File: config.mk
export PLATFORM = sky130hd
export DESIGN_NAME = dop_top
export DESIGN_NICKNAME = d
export VERILOG_FILES = /design/src/inc/dop_pkg.sv /design/src/hdl/dop_apply.sv /design/src/hdl/dop_top.sv
export SDC_FILE = /design/constraint.sdc
export NUM_CORES = 1
export LEC_CHECK = 0
export BUFFER_PORTS_ARGS = -buffer_cell sky130_fd_sc_hd__clkbuf_2
export CELL_PAD_IN_SITES_DETAIL_PLACEMENT = 1
export CELL_PAD_IN_SITES_GLOBAL_PLACEMENT = 2
export CORE_MARGIN = 2
export CORE_UTILIZATION = 41
export CTS_BUF_LIST = sky130_fd_sc_hd__clkbuf_4 sky130_fd_sc_hd__clkbuf_8
export DETAILED_ROUTE_END_ITERATION = 16
export MAX_ROUTING_LAYER = met4
export PLACE_DENSITY_LB_ADDON = 0.1
export SYNTH_ARGS = -nofsm -noshare
export SYNTH_HDL_FRONTEND = slang
export SYNTH_HIERARCHICAL = 1
export SYNTH_SLANG_ARGS = --single-unit
File: constraint.sdc
create_clock -name pclk -period 11.39 [get_ports pclk]
set_input_delay 2.8475 -clock pclk [delete_from_list [all_inputs] [get_ports pclk]]
set_output_delay 2.8475 -clock pclk [all_outputs]
set_load 0.01 [all_outputs]
File: src/inc/dop_pkg.sv
// shared constants and types for the digital output port block
package dop_pkg;

    localparam int NUM_LINES = 16;
    localparam int IDX_W     = 4;

    // register byte offsets
    localparam logic [11:0] OFF_KEEP    = 12'h000;
    localparam logic [11:0] OFF_SETTING = 12'h004;
    localparam logic [11:0] OFF_RANGE   = 12'h008;
    localparam logic [11:0] OFF_VALUE   = 12'h00C;
    localparam logic [11:0] OFF_TOGGLE  = 12'h010;
    localparam logic [11:0] OFF_BANK    = 12'h014;
    localparam logic [11:0] OFF_LEVELS  = 12'h018;

    // per-line setting codes, two bits per line
    localparam logic [1:0] SET_KEEP = 2'h0;
    localparam logic [1:0] SET_LOW  = 2'h1;
    localparam logic [1:0] SET_HIGH = 2'h2;

    // range register field positions
    localparam int RNG_FIRST_LSB = 0;
    localparam int RNG_LAST_LSB  = 4;
    localparam int RNG_REV_BIT   = 8;

    // reset values
    localparam logic [15:0] LEVELS_RST = 16'h0000;
    localparam logic [31:0] REG_RST    = 32'h0000_0000;

    typedef enum logic [2:0] {
        CMD_NONE   = 3'h0,
        CMD_SET    = 3'h1,
        CMD_BITS   = 3'h2,
        CMD_TOGGLE = 3'h3,
        CMD_BANK   = 3'h4
    } dop_cmd_t;

    typedef struct packed {
        dop_cmd_t    cmd;
        logic [31:0] setting;
        logic [3:0]  first;
        logic [3:0]  last;
        logic        reverse;
        logic [15:0] value;
        logic [15:0] mask;
        logic        bank_level;
    } dop_req_t;

endpackage : dop_pkg

File: src/hdl/dop_apply.sv
// combinational next-level computation for one output command
`timescale 1ns/1ps
module dop_apply (
    input  wire dop_pkg::dop_req_t req,
    input  wire logic [15:0]       levels,
    output logic [15:0]            levels_next
);

    // spread the value over the range; lines outside the range keep cur
    function automatic logic [15:0] bits_spread(input logic [15:0] cur,
                                                input logic [3:0]  first,
                                                input logic [3:0]  last,
                                                input logic        rev,
                                                input logic [15:0] val);
        logic [15:0] res;
        logic [3:0]  lo;
        logic [3:0]  hi;
        logic [4:0]  pos;
        res = cur;
        lo  = (first <= last) ? first : last;
        hi  = (first <= last) ? last : first;
        for (int i = 0; i < dop_pkg::NUM_LINES; i++) begin
            if (4'(i) >= lo && 4'(i) <= hi) begin
                // field bit index counted from the first port
                pos = (first <= last) ? 5'(4'(i) - first) : 5'(first - 4'(i));
                if (rev) begin
                    pos = 5'(hi - lo) - pos;
                end
                res[i] = val[pos[3:0]];
            end
        end
        return res;
    endfunction : bits_spread

    always_comb begin
        levels_next = levels;
        unique case (req.cmd)
            dop_pkg::CMD_NONE: begin
                levels_next = levels;
            end
            dop_pkg::CMD_SET: begin
                for (int i = 0; i < dop_pkg::NUM_LINES; i++) begin
                    unique case (req.setting[2*i +: 2])
                        dop_pkg::SET_LOW:  levels_next[i] = 1'b0;
                        dop_pkg::SET_HIGH: levels_next[i] = 1'b1;
                        default:           levels_next[i] = levels[i];
                    endcase
                end
            end
            dop_pkg::CMD_BITS: begin
                levels_next = bits_spread(levels, req.first, req.last,
                                          req.reverse, req.value);
            end
            dop_pkg::CMD_TOGGLE: begin
                levels_next = levels ^ req.mask;
            end
            dop_pkg::CMD_BANK: begin
                levels_next = {16{req.bank_level}};
            end
            default: begin
                levels_next = levels;
            end
        endcase
    end

endmodule : dop_apply

File: src/hdl/dop_top.sv
// sixteen-line digital output bank with APB command registers
`timescale 1ns/1ps
// How it works
// - sixteen output lines, indexed 0 to 15, each targetable by a command.
// - per-line setting is keep, low or high; unused code acts as keep.
// - keep lines hold their previous level.
// - low lines are driven to zero on apply.
// - high lines are driven to one on apply.
// - present levels of all lines are readable as a status word.
// - first and last index bound an inclusive field of bit positions.
// - value is binary; each range line follows its bit.
// - forward order puts value LSB on the first port.
// - reverse order puts value MSB on the first port.
// - toggle inverts selected lines and leaves others alone.
// - whole-bank command drives all sixteen lines to one level.
module dop_top (
    input  wire logic        pclk,
    input  wire logic        presetn,
    input  wire logic        psel,
    input  wire logic        penable,
    input  wire logic        pwrite,
    input  wire logic [11:0] paddr,
    input  wire logic [31:0] pwdata,
    input  wire logic [3:0]  pstrb,
    output logic [31:0]      prdata,
    output logic             pready,
    output logic             pslverr,
    output logic [15:0]      dout
);

    logic [15:0]       levels_reg;
    logic [15:0]       levels_next;
    logic [31:0]       setting_reg;
    logic [8:0]        range_reg;
    logic [31:0]       prdata_reg;
    logic              pslverr_reg;
    dop_pkg::dop_req_t req;
    logic              wr_acc;
    logic              rd_acc;
    logic              mapped;

    function automatic logic [31:0] strb_merge(input logic [31:0] old,
                                               input logic [31:0] wd,
                                               input logic [3:0]  st);
        logic [31:0] r;
        r = old;
        for (int b = 0; b < 4; b++) begin
            if (st[b]) begin
                r[8*b +: 8] = wd[8*b +: 8];
            end
        end
        return r;
    endfunction : strb_merge

    assign pready  = 1'b1;
    assign wr_acc  = psel && penable && pwrite;
    assign rd_acc  = psel && !penable && !pwrite;
    assign pslverr = pslverr_reg;
    assign prdata  = prdata_reg;
    assign dout    = levels_reg;

    always_comb begin
        unique case (paddr)
            dop_pkg::OFF_KEEP, dop_pkg::OFF_SETTING, dop_pkg::OFF_RANGE,
            dop_pkg::OFF_VALUE, dop_pkg::OFF_TOGGLE, dop_pkg::OFF_BANK,
            dop_pkg::OFF_LEVELS: mapped = 1'b1;
            default:             mapped = 1'b0;
        endcase
    end

    // a write to the setting, value, toggle or bank register is the command itself
    always_comb begin
        req            = '0;
        req.cmd        = dop_pkg::CMD_NONE;
        req.setting    = setting_reg;
        req.first      = range_reg[dop_pkg::RNG_FIRST_LSB +: 4];
        req.last       = range_reg[dop_pkg::RNG_LAST_LSB +: 4];
        req.reverse    = range_reg[dop_pkg::RNG_REV_BIT];
        req.value      = pwdata[15:0];
        req.mask       = pwdata[15:0];
        req.bank_level = pwdata[0];
        if (wr_acc) begin
            unique case (paddr)
                dop_pkg::OFF_SETTING: begin
                    req.cmd     = dop_pkg::CMD_SET;
                    req.setting = strb_merge(setting_reg, pwdata, pstrb);
                end
                dop_pkg::OFF_VALUE:  req.cmd = dop_pkg::CMD_BITS;
                dop_pkg::OFF_TOGGLE: req.cmd = dop_pkg::CMD_TOGGLE;
                dop_pkg::OFF_BANK:   req.cmd = dop_pkg::CMD_BANK;
                default:             req.cmd = dop_pkg::CMD_NONE;
            endcase
        end
    end

    dop_apply u_apply (
        .req         (req),
        .levels      (levels_reg),
        .levels_next (levels_next)
    );

    // one register for all lines so every command lands in one edge
    always_ff @(posedge pclk or negedge presetn) begin
        if (!presetn) begin
            levels_reg <= dop_pkg::LEVELS_RST;
        end else begin
            levels_reg <= levels_next;
        end
    end

    always_ff @(posedge pclk or negedge presetn) begin
        if (!presetn) begin
            setting_reg <= dop_pkg::REG_RST;
        end else if (wr_acc && paddr == dop_pkg::OFF_SETTING) begin
            setting_reg <= req.setting;
        end
    end

    always_ff @(posedge pclk or negedge presetn) begin
        if (!presetn) begin
            range_reg <= dop_pkg::REG_RST[8:0];
        end else if (wr_acc && paddr == dop_pkg::OFF_RANGE) begin
            range_reg <= pwdata[8:0];
        end
    end

    // read data captured in setup so it is stable through the access phase
    always_ff @(posedge pclk or negedge presetn) begin
        if (!presetn) begin
            prdata_reg <= dop_pkg::REG_RST;
        end else if (rd_acc) begin
            unique case (paddr)
                dop_pkg::OFF_SETTING: prdata_reg <= setting_reg;
                dop_pkg::OFF_RANGE:   prdata_reg <= {23'h000000, range_reg};
                dop_pkg::OFF_LEVELS:  prdata_reg <= {16'h0000, levels_reg};
                default:              prdata_reg <= 32'h0000_0000;
            endcase
        end
    end

    always_ff @(posedge pclk or negedge presetn) begin
        if (!presetn) begin
            pslverr_reg <= 1'b0;
        end else if (psel && !penable) begin
            pslverr_reg <= !mapped || (pwrite && paddr == dop_pkg::OFF_LEVELS);
        end else if (!psel) begin
            pslverr_reg <= 1'b0;
        end
    end

    logic wr_bank_q;
    logic bank_lvl_q;
    logic wr_tog_q;
    logic [15:0] tog_mask_q;
    logic [15:0] tog_prev_q;
    always_ff @(posedge pclk or negedge presetn) begin
        if (!presetn) begin
            wr_bank_q  <= 1'b0;
            bank_lvl_q <= 1'b0;
            wr_tog_q   <= 1'b0;
            tog_mask_q <= 16'h0000;
            tog_prev_q <= 16'h0000;
        end else begin
            wr_bank_q  <= wr_acc && paddr == dop_pkg::OFF_BANK;
            bank_lvl_q <= pwdata[0];
            wr_tog_q   <= wr_acc && paddr == dop_pkg::OFF_TOGGLE;
            tog_mask_q <= pwdata[15:0];
            tog_prev_q <= levels_reg;
        end
    end

    // one clock late copy of a full setting write, so each line is judged alone
    logic        wr_set_q;
    logic [31:0] set_word_q;
    logic [15:0] set_prev_q;
    always_ff @(posedge pclk or negedge presetn) begin
        if (!presetn) begin
            wr_set_q   <= 1'b0;
            set_word_q <= dop_pkg::REG_RST;
            set_prev_q <= dop_pkg::LEVELS_RST;
        end else begin
            wr_set_q   <= wr_acc && paddr == dop_pkg::OFF_SETTING && pstrb == 4'hF;
            set_word_q <= pwdata;
            set_prev_q <= levels_reg;
        end
    end

    // partial strobes are left out here; they re-apply stale fields by design
    for (genvar g = 0; g < dop_pkg::NUM_LINES; g++) begin : g_line

    end
endmodule : dop_top

==> summary.md <==
| Metric | Value |
|---|---|
| Die ar. | `0.0218 mm^2` |
| Die Y | `148 um` |
| VDD IR-drop max | `0.0569 mV` |
| Worst setup path end | `dout[1]$_DFF_PN0_` |
| CP arrival | `6.70 ns` |
| Wire length per cell | `23.2 um` |
| Synth warn | `6` |
| CORE AREA | `0.0202 mm^2` |
| Worst-Skew Late Latency | `0.39 ns` |
| GRT Overall Usage | `0.277` |
| Synthesized area | `0.00845 mm^2` |
| Vias in the first global route | `7952` |
| CP bufs+invs | `1` |
| Number of max-cap violations | `0` |
| Clock period minus final worst setup slack | `6.45 ns` |
| # rows | `52` |
| Final wirelength | `28900 um` |
| Layout cells sized above 1 | `0.242` |
| I/O Pins | `103` |
| Iteration-0 DRC Markers | `383` |
| Max Fclk | `155 MHz` |
| Reg2reg path depth | `16` |
| Syn Area/Cell | `9.46 um^2` |
| Clk slew on worst S/H paths | `0.11 ns` |
| Commonest non-fill, non-tap cell in the layout | `clkbuf_2` |
| Max incr delay on CP | `0.70 ns` |
| Post-Place Cells | `1229` |
| CP max stage cell | `nand3b_1` |
| Dpl ws | `4.74 ns` |
| Filler Cell Count | `2351` |
| Htree depth | `3` |
| WHS Path Cells | `2` |
| Register Area | `0.00225 mm^2` |
| Critical path origin | `paddr[9]` |
| Most common cell on crit path | `a21oi_1` |
| Final Setup Violations | `0` |
| Tcrit/Tclk final | `0.566` |
| Ys flop type | `dfrtp_1` |
| CP Class | `in2reg` |
| PwrDens | `68.1 mW/mm^2` |
| DRT antenna net count | `0` |
| PortBufs | `101` |
| Relative slew slack | `0.227` |
| Vias | `7577` |
| CTS sink cnt | `90` |
| Area Overhead vs Synth | `10.8%` |
| Pre-Repair DR Iteration Count | `5` |
| Initial antenna violation count | `0` |
| Total CTS buffers | `9` |
| Syn nets | `991` |
| Max Slew Vio Count | `0` |
| Reg2Reg Launch Point | `range_reg[3]$_DFFE_PN0P_` |
| Outcome | `finished, final reports clean` |
| Critical Path RT | `11.64 ns` |
| Yosys cell types | `79` |
| Multi-input logic area | `0.00577 mm^2` |
| CP endpoint kind | `register` |
| CTS Hold Bufs | `0` |
| Final HPWL DP | `22000 um` |
| Worst Max-Slew Pin Slew | `1.16 ns` |
| Setup TNS Final | `0 ns` |
| HP Class | `reg2reg` |
| CTS tree | `built` |
| R2R Setup Slk | `5.20 ns` |
| Placer Congestion | `0.913` |
| #FFs+latches synth | `90` |
| Final Hold Fails | `0` |
| Final nets | `1068` |
| Unrepaired setup endpoints after global routing | `false` |
| Reg2reg end | `dout[3]$_DFF_PN0_` |
| Critical Path Stages | `13` |
| Fin cells | `1245` |
| P_leak | `4.69 nW` |
| Cells along the critical path | `clkbuf_2 > or4_4 > or2_1 > or4_1 > nor3_1 > nand3b_1 > nor2_1 > a21oi_1 > a21oi_1 > a311oi_1 > a21oi_1 > nor2_1 > a221oi_1` |
| CP top delay family | `simple AND/OR/NAND/NOR gates` |
| PostCTS Resize Cnt | `0` |
| Critical Path Fanout Max | `16` |
| DR DRC count | `0` |
| Commonest cells after routing, fill and taps aside | `clkbuf_2 (100), a21oi_1 (96), mux2i_1 (90), dfrtp_1 (90), nor2_1 (70)` |
| Startpoint types | `input pin` |
| Worst setup slack after layout | `4.94 ns` |
| Antenna diodes | `0` |
| Initial Utilization | `0.417` |
| Global-route wire length before repair | `45600 um` |
| Die width | `148 um` |
| Post-synth ARST share | `1.00` |
| Postcts setup bufs | `0` |
| Post-synth EDFFs | `0` |
| CTS Buffer Depth | `2` |
| Seq/Total Area, Yosys | `0.267` |
| DR vias/cell | `6.09` |
| Clock Skews | `0.0209 ns` |
| Root buffer cell | `clkbuf_8` |
| Gate Count Post-Synth | `893` |
| Largest net degree at the start of global routing | `53` |
| GR Overflow Total | `0` |
metal layers:
metal / vias up / GRT usage / share of wire
li1: 3444 / - / -
met1: 3879 / 0.361 / 0.45
met2: 217 / 0.452 / 0.48
met3: 37 / 0.0444 / 0.048
met4: 0 / 0.0659 / 0.019
met5: - / - / 0
worst min path at each step:
| stage | slack, ns | end | from |
|---|---|---|---|
| floorplan | 0.48 | range_reg[5]$_DFFE_PN0P_ | range_reg[5]$_DFFE_PN0P_ |
| global placement | 0.46 | prdata[12]$_DFFE_PN0P_ | prdata[12]$_DFFE_PN0P_ |
| detailed placement | 0.48 | prdata[3]$_DFFE_PN0P_ | prdata[3]$_DFFE_PN0P_ |
| CTS | 0.51 | prdata[3]$_DFFE_PN0P_ | prdata[3]$_DFFE_PN0P_ |
| global route | 0.53 | prdata[14]$_DFFE_PN0P_ | prdata[14]$_DFFE_PN0P_ |
| finish | 0.50 | prdata[12]$_DFFE_PN0P_ | prdata[12]$_DFFE_PN0P_ |
per-stage QoR:
step,instance area [um^2],hold WS (ns),utilization,total power [W]
floorplan,8450,0.481,-,0.000359
global placement,9160,0.463,0.453,0.000396
detailed placement,9160,0.485,0.453,0.000399
CTS,9360,0.508,0.463,0.000644
global route,9360,0.531,0.463,0.000665
finish,9360,0.499,0.463,0.000638
cells by family (layout without fill, tap and decap cells):
kind of cell | Yosys count | after routing | share of synthesized area
xor+xnor | 40 | 40 | 0.0545
fa+ha+maj | 45 | 45 | 0.0702
buf+inv | 101 | 183 | 0.0520
flops | 90 | 90 | 0.267
other cells | 1 | 1 | 0.000444
mux | 183 | 183 | 0.248
compound gates | 243 | 243 | 0.191
simple gates | 190 | 190 | 0.117
worst register-to-register path, stage by stage (launching register included):
cell      delay, ns
dfrtp_1        0.72
ha_1           0.87
a21oi_1        0.33
a21oi_2        0.21
buf_4          0.38
nor2_1         0.16
a22oi_1        0.24
ha_1           0.19
a221oi_1       0.06
xnor2_1        0.81
ha_1           0.40
xnor2_1        0.15
mux2i_1        0.56
mux2i_1        0.17
mux2_2         0.31
mux2i_1        0.38
a221oi_1       0.13
Yosys cell counts (4+ instances only):
library cell / n / share of area
dfrtp_1: 90 / 0.27
o221ai_1: 7 / 0.0073
nand2_1: 51 / 0.023
nand2_4: 4 / 0.0053
clkbuf_1: 24 / 0.011
fa_1: 4 / 0.0095
a22oi_1: 8 / 0.0071
a21o_1: 5 / 0.0044
and3_1: 5 / 0.0037
nor2b_1: 11 / 0.0081
a311oi_1: 11 / 0.011
a311o_1: 8 / 0.0095
a22o_1: 17 / 0.018
o31ai_1: 4 / 0.0036
xnor2_1: 26 / 0.027
ha_1: 41 / 0.061
xor2_1: 6 / 0.0062
o21ai_1: 4 / 0.0024
o22ai_1: 4 / 0.0030
a21oi_1: 97 / 0.057
inv_1: 54 / 0.024
buf_2: 9 / 0.0053
xnor3_1: 8 / 0.021
mux2_2: 42 / 0.056
buf_6: 5 / 0.0067
a211oi_1: 5 / 0.0044
nand3_1: 8 / 0.0047
a31oi_1: 15 / 0.011
a221oi_1: 4 / 0.0041
mux2_4: 40 / 0.071
mux2i_1: 91 / 0.11
nor3_1: 9 / 0.0053
mux2_1: 10 / 0.013
nor2_1: 70 / 0.031
buf_1: 6 / 0.0027
nand2b_1: 4 / 0.0030
o21ai_0: 25 / 0.015
report_power, final:
group / internal, W / switching (W)
clock: 0.000107 / 0.000138
sequential: 0.000320 / 0.00000161
combinational: 0.0000239 / 0.0000473
total: 0.000451 / 0.000187
final cells by class:
type                            instances  area share
Timing Repair Buffer                  113      0.0639
Sequential cell                        90       0.241
Clock buffer                           10      0.0140
Clock inverter                          6     0.00775
Tap cell                              270      0.0361
Multi-Input combinational cell        702       0.616
Inverter                               54      0.0216
Note: power is estimated with default switching activity, not from simulation.
